<file path="src/shared/dpc_cfg.svh">
// dpc_cfg.svh: register offsets, field positions and reset values of the
// converter power-down and transmit-enable control block.
// Assumes a 12-bit register address from the serial control port core.
`ifndef DPC_CFG_SVH
`define DPC_CFG_SVH

// ************************************************************
// register offsets
// ************************************************************
`define DPC_ADDR_W          12
`define DPC_DATA_W          8
`define DPC_OFS_POWER_DOWN  12'h011
`define DPC_OFS_TXEN_MASK   12'h012
`define DPC_OFS_AMP_SELECT  12'h013

// ************************************************************
// converter_power_down fields
// ************************************************************
`define DPC_BIT_REF_PD      7
`define DPC_BIT_CHAN0_PD    6
`define DPC_BIT_CHAN1_PD    5
`define DPC_BIT_CHAN2_PD    4
`define DPC_BIT_CHAN3_PD    3
`define DPC_PD_WRITABLE     8'hF8
`define DPC_PD_RESET        8'hF8

// ************************************************************
// txen_power_mask fields
// ************************************************************
`define DPC_BIT_MASK_B      7
`define DPC_BIT_MASK_A      6
`define DPC_MASK_WRITABLE   8'hFF
`define DPC_MASK_RESET      8'h00

// ************************************************************
// amplifier_enable_select fields
// ************************************************************
`define DPC_BIT_AMP_PROT    6
`define DPC_BIT_AMP_TXEN    5
`define DPC_BIT_AMP_BLANK   4
`define DPC_BIT_AMP_SW      3
`define DPC_BIT_AMP_SW_LVL  2
`define DPC_BIT_TXEN_SEL    1
`define DPC_BIT_TXEN_LVL    0
`define DPC_AMP_WRITABLE    8'h7F
`define DPC_AMP_RESET       8'h20

`endif

</file>
<file path="src/shared/dpc_pkg.sv">
// dpc_pkg: types of the power-down and transmit-enable control block.
// Assumes dpc_cfg.svh is on the include path.
`include "dpc_cfg.svh"

package dpc_pkg;

  // ************************************************************
  // register and state types
  // ************************************************************
  typedef logic [`DPC_ADDR_W-1:0] dpc_addr_t;
  typedef logic [`DPC_DATA_W-1:0] dpc_byte_t;

  // whole state of the control block, registered as one word
  typedef struct packed {
    dpc_byte_t  pwr_r;       // converter_power_down
    dpc_byte_t  mask_r;      // txen_power_mask
    dpc_byte_t  amp_r;       // amplifier_enable_select
    dpc_byte_t  rdata_r;     // read data
    logic       ref_pd_r;
    logic [3:0] chan_pd_r;
    logic       amp_en_r;
    logic [1:0] txen_lvl_r;
  } dpc_state_t;

endpackage : dpc_pkg

</file>
<file path="src/hdl/dpc_pair_gate.sv">
// dpc_pair_gate: effective power-down of one I/Q channel pair.
// Assumes all inputs are synchronous levels in the register clock domain.
`timescale 1ns/1ps

module dpc_pair_gate (
  // per-channel power-down bits, [0] = I, [1] = Q
  input  wire logic [1:0] chan_pd_bits,
  // pair masking
  input  wire logic       pair_mask,
  input  wire logic       pair_txen,
  // result
  output logic      [1:0] chan_pd_eff
);

  // own bit wins; the mask only adds power-down while the pair is idle
  always_comb begin
    chan_pd_eff = chan_pd_bits | {2{pair_mask & ~pair_txen}};
  end

endmodule : dpc_pair_gate

</file>
<file path="src/hdl/dpc_power_ctrl.sv">
// dpc_power_ctrl: converter power-down and amplifier enable control.
// Assumes a byte-wide register port from the serial control port core,
// synchronous transmit-enable pins and amplifier sources in the clk domain.
//
// Operation
// - The reference is powered down whenever its bit 7 is set, whatever the masking.
// - Bit 6 powers down the first pair's I channel with priority over masking.
// - Bit 5 powers down the first pair's Q channel with priority over masking.
// - Bit 4 powers down the second pair's I channel with priority over masking.
// - Bit 3 powers down the second pair's Q channel with priority over masking.
// - With the second pair's mask set and transmit enable 1 low, channels 2 and 3 power down.
// - With the first pair's mask set and transmit enable 0 low, channels 0 and 1 power down.
// - With a pair's mask clear, only the channel bits decide that pair's power-down.
// - Amplifier select bit 6 lets the protection error drive the amplifier enable.
// - Amplifier select bit 5 lets the transmit-enable machine drive the amplifier enable.
// - Amplifier select bit 4 lets the blanking machine drive the amplifier enable.
// - Amplifier select bit 3 gives software the amplifier enable, at the level of bit 2.
// - With bit 1 set, the internal transmit-enable level is bit 0 instead of the pins.
`timescale 1ns/1ps
`include "dpc_cfg.svh"

module dpc_power_ctrl (
  // clock and reset
  input  wire logic               clk,
  input  wire logic               rst,
  // register port from the serial control core
  input  wire dpc_pkg::dpc_addr_t reg_addr,
  input  wire logic               reg_wr,
  input  wire logic               reg_rd,
  input  wire dpc_pkg::dpc_byte_t reg_wdata,
  output dpc_pkg::dpc_byte_t      reg_rdata,
  // transmit-enable pins driven by the host
  input  wire logic               transmit_enable_pin0,
  input  wire logic               transmit_enable_pin1,
  // amplifier enable sources
  input  wire logic               protect_error,
  input  wire logic               txen_fsm_amp,
  input  wire logic               blanking_fsm_amp,
  // power and enable outputs
  output logic                    reference_power_down,
  output logic [3:0]              chan_power_down,
  output logic                    amp_enable,
  output logic [1:0]              transmit_enable_level
);
  import dpc_pkg::*;

  dpc_state_t st_r;
  dpc_state_t st_nxt;
  logic [1:0] txen_lvl;
  logic [3:0] chan_pd_bits;
  logic [1:0] pair_mask;
  logic [3:0] chan_pd_eff;
  logic       amp_term_ok;
  logic       amp_any_sel;

  // ************************************************************
  // transmit-enable level and per-pair gating
  // ************************************************************

  // software level drives both pairs, so one write can release both at once
  assign txen_lvl = st_r.amp_r[`DPC_BIT_TXEN_SEL] ?
                    {2{st_r.amp_r[`DPC_BIT_TXEN_LVL]}} :
                    {transmit_enable_pin1, transmit_enable_pin0};

  // channel order: [0] chan0 I, [1] chan1 Q, [2] chan2 I, [3] chan3 Q
  assign chan_pd_bits = {st_r.pwr_r[`DPC_BIT_CHAN3_PD], st_r.pwr_r[`DPC_BIT_CHAN2_PD],
                         st_r.pwr_r[`DPC_BIT_CHAN1_PD], st_r.pwr_r[`DPC_BIT_CHAN0_PD]};
  assign pair_mask    = {st_r.mask_r[`DPC_BIT_MASK_B], st_r.mask_r[`DPC_BIT_MASK_A]};

  // one gate per pair; pair 0 uses pin 0, pair 1 uses pin 1
  for (genvar p = 0; p < 2; p++) begin : g_pair
    dpc_pair_gate u_gate (
      .chan_pd_bits (chan_pd_bits[2*p+1:2*p]),
      .pair_mask    (pair_mask[p]),
      .pair_txen    (txen_lvl[p]),
      .chan_pd_eff  (chan_pd_eff[2*p+1:2*p])
    );
  end

  // ************************************************************
  // amplifier enable selection
  // ************************************************************

  // every selected source must agree, so any one of them can hold the
  // amplifier off; with no source selected the amplifier stays off
  always_comb begin
    amp_any_sel = |st_r.amp_r[`DPC_BIT_AMP_PROT:`DPC_BIT_AMP_SW];
    amp_term_ok = 1'b1;
    if (st_r.amp_r[`DPC_BIT_AMP_PROT] && protect_error) begin
      amp_term_ok = 1'b0;
    end
    if (st_r.amp_r[`DPC_BIT_AMP_TXEN] && !txen_fsm_amp) begin
      amp_term_ok = 1'b0;
    end
    if (st_r.amp_r[`DPC_BIT_AMP_BLANK] && !blanking_fsm_amp) begin
      amp_term_ok = 1'b0;
    end
    if (st_r.amp_r[`DPC_BIT_AMP_SW] && !st_r.amp_r[`DPC_BIT_AMP_SW_LVL]) begin
      amp_term_ok = 1'b0;
    end
  end

  // ************************************************************
  // next state: register access and output staging
  // ************************************************************
  always_comb begin
    st_nxt = st_r;
    // writes; reserved bits are kept at zero where they are read-only
    if (reg_wr) begin
      unique case (reg_addr)
        `DPC_OFS_POWER_DOWN: st_nxt.pwr_r  = reg_wdata & `DPC_PD_WRITABLE;
        `DPC_OFS_TXEN_MASK:  st_nxt.mask_r = reg_wdata & `DPC_MASK_WRITABLE;
        `DPC_OFS_AMP_SELECT: st_nxt.amp_r  = reg_wdata & `DPC_AMP_WRITABLE;
        default:             st_nxt.pwr_r  = st_r.pwr_r;
      endcase
    end
    // reads: unmapped offsets answer zero
    if (reg_rd) begin
      unique case (reg_addr)
        `DPC_OFS_POWER_DOWN: st_nxt.rdata_r = st_r.pwr_r;
        `DPC_OFS_TXEN_MASK:  st_nxt.rdata_r = st_r.mask_r;
        `DPC_OFS_AMP_SELECT: st_nxt.rdata_r = st_r.amp_r;
        default:             st_nxt.rdata_r = 8'h00;
      endcase
    end
    // outputs follow the stored bits one edge later
    st_nxt.ref_pd_r   = st_r.pwr_r[`DPC_BIT_REF_PD];
    st_nxt.chan_pd_r  = chan_pd_eff;
    st_nxt.amp_en_r   = amp_any_sel & amp_term_ok;
    st_nxt.txen_lvl_r = txen_lvl;
  end

  // single state register; reset powers everything down
  always_ff @(posedge clk) begin
    if (rst) begin
      st_r            <= '0;
      st_r.pwr_r      <= `DPC_PD_RESET;
      st_r.mask_r     <= `DPC_MASK_RESET;
      st_r.amp_r      <= `DPC_AMP_RESET;
      st_r.ref_pd_r   <= 1'b1;
      st_r.chan_pd_r  <= 4'hF;
    end else begin
      st_r <= st_nxt;
    end
  end

  assign reg_rdata             = st_r.rdata_r;
  assign reference_power_down  = st_r.ref_pd_r;
  assign chan_power_down       = st_r.chan_pd_r;
  assign amp_enable            = st_r.amp_en_r;
  assign transmit_enable_level = st_r.txen_lvl_r;
endmodule : dpc_power_ctrl

</file>
<file path="config.mk">
export PLATFORM = sky130hd
export DESIGN_NAME = dpc_power_ctrl
export DESIGN_NICKNAME = d
export VERILOG_FILES = /design/src/shared/dpc_pkg.sv /design/src/hdl/dpc_pair_gate.sv /design/src/hdl/dpc_power_ctrl.sv
export VERILOG_INCLUDE_DIRS = /design/src /design/src/shared
export SDC_FILE = /design/constraint.sdc
export NUM_CORES = 1
export LEC_CHECK = 0
export ABC_AREA = 1
export BUFFER_PORTS_ARGS = -buffer_cell sky130_fd_sc_hd__buf_4
export CAP_MARGIN = 20
export CORE_MARGIN = 1
export CORE_UTILIZATION = 46
export DETAILED_ROUTE_END_ITERATION = 7
export PLACE_DENSITY_LB_ADDON = 0.1
export SLEW_MARGIN = 20
export SYNTH_ARGS = -nofsm -noshare
export SYNTH_HDL_FRONTEND = slang
export SYNTH_SLANG_ARGS = --single-unit
</file>
<file path="constraint.sdc">
create_clock -name clk -period 1.1 [get_ports clk]
set_input_delay 0.165 -clock clk [delete_from_list [all_inputs] [get_ports clk]]
set_output_delay 0.165 -clock clk [all_outputs]
set_load 0.02 [all_outputs]
</file>
# ---- After elaboration in Yosys (flattened, before gate mapping)
# Index checks and enable logic that the tools add are counted.
dict set report classes {
  add_sub_neg 0
  multipliers 0
  n_div 0
  magnitude_cmp 0
  n_eq_ne 3
  shifts 0
  muxes 6
  bitwise_logic 7
  reduce_logical 11
}
# operator n
set op_table {}
lappend op_table {{$eq 12x5->1 const B} 3}
lappend op_table {{$pmux 8 s3} 1}
lappend op_table {{$reduce_and 2->1} 3}
lappend op_table {{$logic_and 1x1->1} 4}
lappend op_table {{$mux 1} 4}
lappend op_table {{$or 2x2->2} 2}
lappend op_table {{$reduce_or 4->1} 1}
lappend op_table {{$and 1x1->1} 3}
lappend op_table {{$logic_not 1->1} 3}
lappend op_table {{$mux 2} 1}
lappend op_table {{$not 1->1} 2}
dict set report word_totals {
  reg_bits 36
  latchBits 0
  mem_bits_rw 0
  mem_bits_ro 0
  in_bits 29
  output_inout_bits 16
  elab_cells 35
  n_memories 0
}

# ---- Logic depth before layout (Yosys ltp)
# Gate-level depths: netlist (run 1).
dict set report depth {
  ltp_word 6
  ltp_mapped 9
}

# ---- By module
# Synthesis (run 1) repeated with hierarchy kept, for this count alone.
dict set report hier_totals {
  hier_cells 225
  area_unflattened_um2 1704.1
}
# mod n_inst cells_per_inst area_per_inst_um2 seq_area_each_um2
set modules_own_cells {}
lappend modules_own_cells {dpc_power_ctrl 1 213 1654.1 720.7}
lappend modules_own_cells {dpc_pair_gate 2 6 25.0 0.0}

# ---- Least setup slack after synthesis (run 1)
# Ideal clock, no wire load.
dict set report synth_path {
  path_type {input -> register}
  from {input reg_addr[11]}
  to {register st_r (netlist bit chan_pd_bits[1])}
  setup_time_ns 0.136
  t_arrival_ns 0.943
  t_required_ns 0.964
  slack_ns 0.020
  stages 7
  path_cell_list {nor2_1 nand2_1 nor2_4 buf_6 nand3_1 nand2_1 o211ai_1}
}
dict set report synth_between {
  elab_chain_len 2
}
# item line
set synth_rtl {}
lappend synth_rtl {{start, declared} dpc_power_ctrl.sv:27} ;# input wire dpc_pkg::dpc_addr_t reg_addr,
lappend synth_rtl {{$eq 12x5->1} dpc_power_ctrl.sv:110} ;# unique case (reg_addr)
lappend synth_rtl {{$reduce_and 2->1 (no line)} --}
lappend synth_rtl {{end signal, assigned} dpc_power_ctrl.sv:143} ;# st_r <= st_nxt;
lappend synth_rtl {{end, declared} dpc_power_ctrl.sv:47} ;# dpc_state_t st_r;
# No other way between the ends.
# A chain may end at the register's enable or synchronous reset.

# ---- Worst setup path after layout (run 1)
dict set report layout_path {
  from {register st_r (netlist bit reg_rdata[6])}
  to {output reg_rdata[6]}
}
# item line
set layout_rtl {}
lappend layout_rtl {{end, declared} dpc_power_ctrl.sv:31} ;# output dpc_pkg::dpc_byte_t reg_rdata,
# No word-level cell between the ends.

==> impl_metrics.env, run 1 <==
export IMPL_ys_ff_latch=36
export IMPL_end_kind="output port"
export IMPL_fmax_ghz=0.992
export IMPL_clk_latency_ns=0.34
export IMPL_numCtsBuffers=5
export IMPL_root_buffer="clkbuf_4"
export IMPL_synthesis_nets=247
export IMPL_hold_path_class="in -> reg"
export IMPL_skew_ns=0.00721
export IMPL_synthArstFlopShare_pct=0
export IMPL_drcViolationCount=0
export IMPL_cp_num_buf_inv=1
export IMPL_layout_nets=294
export IMPL_yosysUniqueCellTypes=24
export IMPL_cts_sinks=36
export IMPL_io_pins=45
export IMPL_drt_iter0_drc=51
export IMPL_core_area_um2=3390
export IMPL_vias_per_cell=4.81
export IMPL_crit_path_max_incr_delay_ns=0.36
export IMPL_cp_max_fo=2
export IMPL_crit_slowest_cell="dfxtp_1"
export IMPL_wl_um=3480
export IMPL_area_growth_syn_to_layout_pct=26.7
export IMPL_wl_per_cell_um=11.1
export IMPL_grt_max_degree=17
export IMPL_dp_slack_ns=-0.210
export IMPL_gp_congestion=0.786
export IMPL_setup_ws_ns=0.0921
export IMPL_start_util_pct=48.8
export IMPL_tns_ns=0
export IMPL_peakVddDrop_mv=0.656
export IMPL_ant_nets=0
export IMPL_min_period_over_period_pct=91.6
export IMPL_layout_common_cells="61 x buf_4, 36 x nand2_1, 36 x dfxtp_1"
export IMPL_die_height_um=62.0
export IMPL_power_density_nw_per_um2=1090
export IMPL_p_leak_nw=0.919
export IMPL_final_layout_size_suffix_gt1_share_pct=30.1
export IMPL_cts_tree="yes"
export IMPL_synth_area_um2=1650
export IMPL_critPathTopFamily="flip-flops"
export IMPL_port_buffers=44
export IMPL_startpoint_type="flop"
export IMPL_crit_path_cell_trace="buf_4"
export IMPL_placedCellCount=304
export IMPL_cts_setup_buffers=0
export IMPL_cts_htree_levels=2
export IMPL_dr_total_vias=1502
export IMPL_die_area_um2=3840
export IMPL_syn_area_per_cell_um2=7.59
export IMPL_finalHoldViolCount=0
export IMPL_drt_pass1_iterations=4
export IMPL_rsz0062_at_grt="false"
export IMPL_grt_pass1_wl_um=5490
export IMPL_antenna_found_initial=0
export IMPL_slew_viol_final=0
export IMPL_synth_flop_cell="dfxtp_1"
export IMPL_yosysSeqAreaShare_pct=43.6
export IMPL_n_antenna_cell=0
export IMPL_worstPathRequired_ns=0.94
export IMPL_grt_pass1_vias=1248
export IMPL_place_hpwl_um=2760
export IMPL_timing_hold_ws_ns=0.0809
export IMPL_cts_resized_gates=0
export IMPL_r2r_slack_ns=0.19
export IMPL_clock_path_buffers=2
export IMPL_cts_hold_buf=0
export IMPL_num_rows=21
export IMPL_status="finished, final reports clean"
export IMPL_ys_warn_count=0
export IMPL_syn_inst=218
export IMPL_min_period_ns=1.01
export IMPL_worst_slew_pin_slew_ns=0.260
export IMPL_gr_total_overflow=0
export IMPL_cts_clk_slew_worst_paths_ns=0.11
export IMPL_setup_violations=0
export IMPL_synth_edff_count=0
export IMPL_slew_headroom_pct=82.7
export IMPL_worstSetupPathType="reg -> out"
export IMPL_final_cells=312
export IMPL_grt_usage_pct=20.2
export IMPL_layout_commonest_cell="buf_4"
export IMPL_maxCapViolations=0
export IMPL_arrival_ns=0.84
export IMPL_die_w_um=62.0
-- synthesized netlist by cell type (all sizes together) (3+ instances only) --
cell | count | area [µm²]
dfxtp | 36 | 721
nand2 | 36 | 135
buf | 19 | 148
o211ai | 3 | 36.3
inv | 23 | 86.3
o21ai | 15 | 75.1
nand3 | 33 | 175
nand4 | 4 | 25.0
clkbuf | 3 | 11.3
nor2 | 16 | 85.1
a21oi | 24 | 120
-- layout make-up --
cell class | count | area [µm²]
fillers | 336 | 1290
flip-flops and latches | 36 | 721
multi-input cells | 136 | 684
repair buffers | 62 | 478
inverters | 24 | 90.1
well taps | 46 | 57.6
clock buffers | 6 | 51.3
clock inverters | 2 | 13.8
-- stage by stage --
stage	area (µm²)	total power [mW]	util, %
finish	2100	2.29	61.8
floorplan	1650	1.41	-
global route	2100	2.39	61.8
detailed placement	2030	1.55	59.9
global placement	2030	1.55	59.9
CTS	2100	2.32	61.8
-- per-layer routing --
| layer | global-route usage, % | up-vias | routed length (µm) |
|---|---|---|---|
| li1 | - | 799 | - |
| met1 | 26.8 | 656 | 1690 |
| met2 | 30.4 | 39 | 1540 |
| met3 | 6.21 | 8 | 189 |
| met4 | 8.57 | 0 | 60 |
| met5 | 0 | - | 0 |
-- cell families (layout without fill, tap and decap cells) --
family	Yosys count	after routing	synth area share [%]
buffers and inverters	46	94	15.1
AOI/OAI and AO/OA	43	43	14.5
and+or+nand+nor	93	93	26.9
DFF	36	36	43.6
-- flip-flops by register name (all words and copies together) (netlist names) --
register	cells
reg_rdata	8
st_nxt	1
chan_power_down	4
reference_power_down	1
amp_enable	1
transmit_enable_level	2
pair_mask	2
st_r	13
chan_pd_bits	4
-- final timing paths --
check                           depth (start not counted)                 end     startpoint
worst max-delay path                                    1        reg_rdata[6]   reg_rdata[6]
worst min-delay path                                    4          amp_enable  protect_error
worst max register to register                          4  chan_power_down[2]       st_r[17]
worst min register to register                          2            st_r[25]       st_r[25]
-- power breakdown --
group | switching (mW) | internal, mW | leakage [nW] | total (mW)
Combinational | 0.0981 | 0.111 | 0.589 | 0.209
Sequential | 0.00152 | 1.31 | 0.291 | 1.31
Clock | 0.454 | 0.316 | 0.0386 | 0.770
(Power assumes the default switching activity.)
==> run 2, diff against run 1 <==
==> constraint.sdc (replaced) <==
create_clock -name clk -period 1.1 [get_ports clk]
set_input_delay 0 -clock clk [delete_from_list [all_inputs] [get_ports clk]]
set_output_delay 0 -clock clk [all_outputs]
set_load 0.02 [all_outputs]
==> run 2 against run 1 <==
  * Final cell count grew 2.6%
  * Worst setup slack better by 0.026 ns
  * Hold slack got worse by 0.073 ns
  * Final area up 6.7%
  * Sequential power hardly changed
  * Global-route usage rose by 1.4 points
  * Critical path type is now in -> reg
==> impl_metrics.env, run 2 (same netlist as run 1, synthesis figures left out) <==
export IMPL_layout_common_cells="55 x buf_4, 36 x nand2_1, 36 x dfxtp_1"
export IMPL_place_hpwl_um=2710
export IMPL_skew_ns=0.00287
export IMPL_min_period_over_period_pct=89.3
export IMPL_setup_ws_ns=0.118
export IMPL_antenna_found_initial=0
export IMPL_placedCellCount=296
export IMPL_drt_pass1_iterations=4
export IMPL_drcViolationCount=0
export IMPL_hold_depth=3
export IMPL_final_cells=320
export IMPL_dp_slack_ns=-0.0908
export IMPL_num_rows=21
export IMPL_crit_reg2reg_launch="st_r[16]"
export IMPL_worstPathRequired_ns=1.34
export IMPL_setup_violations=0
export IMPL_root_buffer="clkbuf_4"
export IMPL_end_kind="flop"
export IMPL_die_w_um=62.0
export IMPL_worstSetupPathType="in -> reg"
export IMPL_clkPwrFrac_pct=40.2
export IMPL_critPathTopFamily="buffers and inverters"
export IMPL_crit_path_max_incr_delay_ns=0.53
export IMPL_peakVddDrop_mv=0.921
export IMPL_worstHoldStart="blanking_fsm_amp"
export IMPL_port_buffers=44
export IMPL_timing_hold_ws_ns=0.00756
export IMPL_layout_commonest_cell="buf_4"
export IMPL_p_sw_share_pct=21.3
export IMPL_worstReg2RegEnd="chan_power_down[0]"
export IMPL_reg2regPathDepth=5
export IMPL_io_pins=45
export IMPL_design_area_um2=2240
export IMPL_grt_usage_pct=21.6
export IMPL_arrival_ns=1.22
export IMPL_finalHoldViolCount=0
export IMPL_min_period_ns=0.982
export IMPL_vias_per_cell=4.78
export IMPL_final_layout_size_suffix_gt1_share_pct=27.7
export IMPL_area_growth_syn_to_layout_pct=35.2
export IMPL_cts_clk_slew_worst_paths_ns=0.11
export IMPL_layout_nets=302
export IMPL_cts_sinks=36
export IMPL_grt_max_degree=17
export IMPL_met3_length_um=149
export IMPL_p_leak_nw=0.953
export IMPL_grt_pass1_wl_um=5910
export IMPL_dr_total_vias=1528
export IMPL_cp_max_fo=16
export IMPL_wl_per_cell_um=11.5
export IMPL_p_int_mw=2.05
export IMPL_die_height_um=62.0
export IMPL_r2r_slack_ns=0.18
export IMPL_startpoint="rst"
export IMPL_highest_layer="met4"
export IMPL_power_switching_mw=0.557
export IMPL_die_area_um2=3840
export IMPL_gp_congestion=0.743
export IMPL_cts_htree_levels=2
export IMPL_finalPower_mw=2.61
export IMPL_grt_pass1_vias=1317
export IMPL_power_frac_seq_pct=50.2
export IMPL_cp_num_buf_inv=4
export IMPL_crit_top_cell="buf_4"
export IMPL_rsz0062_at_grt="false"
export IMPL_fillers=320
export IMPL_worst_slew_pin_slew_ns=0.261
export IMPL_hold_path_class="in -> reg"
export IMPL_maxCapViolations=0
export IMPL_fmax_ghz=1.02
export IMPL_largest_register="st_r"
export IMPL_crit_slowest_cell="dlygate4sd3_1"
export IMPL_tns_ns=0
export IMPL_ant_nets=0
export IMPL_hold_path_end="amp_enable"
export IMPL_pwr_share_comb_pct=9.6
export IMPL_route_met2_wl_um=1650
export IMPL_wl_um=3680
export IMPL_start_util_pct=48.8
export IMPL_drt_iter0_drc=60
export IMPL_largest_reg_flops=13
export IMPL_dpl_instance_area_um2=1970
export IMPL_numCtsBuffers=5
export IMPL_startpoint_type="input port"
export IMPL_crit_path_cell_trace="dlygate4sd3_1 > buf_4 > clkinvlp_4 > buf_4 > o21ai_0 > a21oi_1"
export IMPL_slew_headroom_pct=82.6
export IMPL_status="finished, final reports clean"
export IMPL_slew_viol_final=0
export IMPL_power_density_nw_per_um2=1170
export IMPL_gr_total_overflow=0
export IMPL_clock_path_buffers=2
export IMPL_n_antenna_cell=0
export IMPL_final_util_pct=66.0
export IMPL_clk_latency_ns=0.34
export IMPL_cts_tree="yes"
export IMPL_drt_met1_wl_um=1830
export IMPL_core_area_um2=3390
[run 2: how the worst max path moves through the flow]
stage	endpoint	depth (start not counted)
finish	st_r[25]	6
global route	st_r[20]	5
CTS	reg_rdata[5]	6
floorplan	chan_pd_bits[1]	7
detailed placement	st_r[25]	7
global placement	st_r[25]	7
[run 2: repair_timing]
action                                 4_1_cts  5_1_grt
setup endpoints to repair                    0        9
setup buffers                                0        2
resized for setup                            0        3
hold buffers                                14        0
endpoints found under the hold margin       36        0
[run 2: final cells by class]
| type | count | area (µm²) | area share [%] |
|---|---|---|---|
| clock buffer | 7 | 65.1 | 2.91 |
| inverter | 24 | 97.6 | 4.36 |
| tap | 46 | 57.6 | 2.57 |
| timing repair buffer | 70 | 573 | 25.6 |
| multi-input combinational | 136 | 692 | 30.9 |
| clock inverter | 1 | 30.0 | 1.34 |
| sequential | 36 | 721 | 32.2 |
[run 2: power groups by stage]
stage,Combinational [mW],Sequential [mW],Clock [mW]
after global routing,0.273,1.31,1.14
after detailed placement,0.201,1.34,0
after global placement,0.200,1.34,0
final,0.251,1.31,1.05
after CTS,0.241,1.31,1.06
after floorplan,0.0709,1.34,0
[run 2: worst reg2reg max path, cell delays in order (launching register included)]
cell	delay (ns)
dfxtp_1	0.35
nand2_1	0.07
inv_1	0.05
a21oi_1	0.23
nand2_1	0.11
nand2_1	0.07
[run 2: metal layers]
metal / GRT usage, % / vias up
li1: - / 819
met3: 5.80 / 6
met2: 32.5 / 32
met5: 0 / -
met1: 29.5 / 671
met4: 7.94 / 0
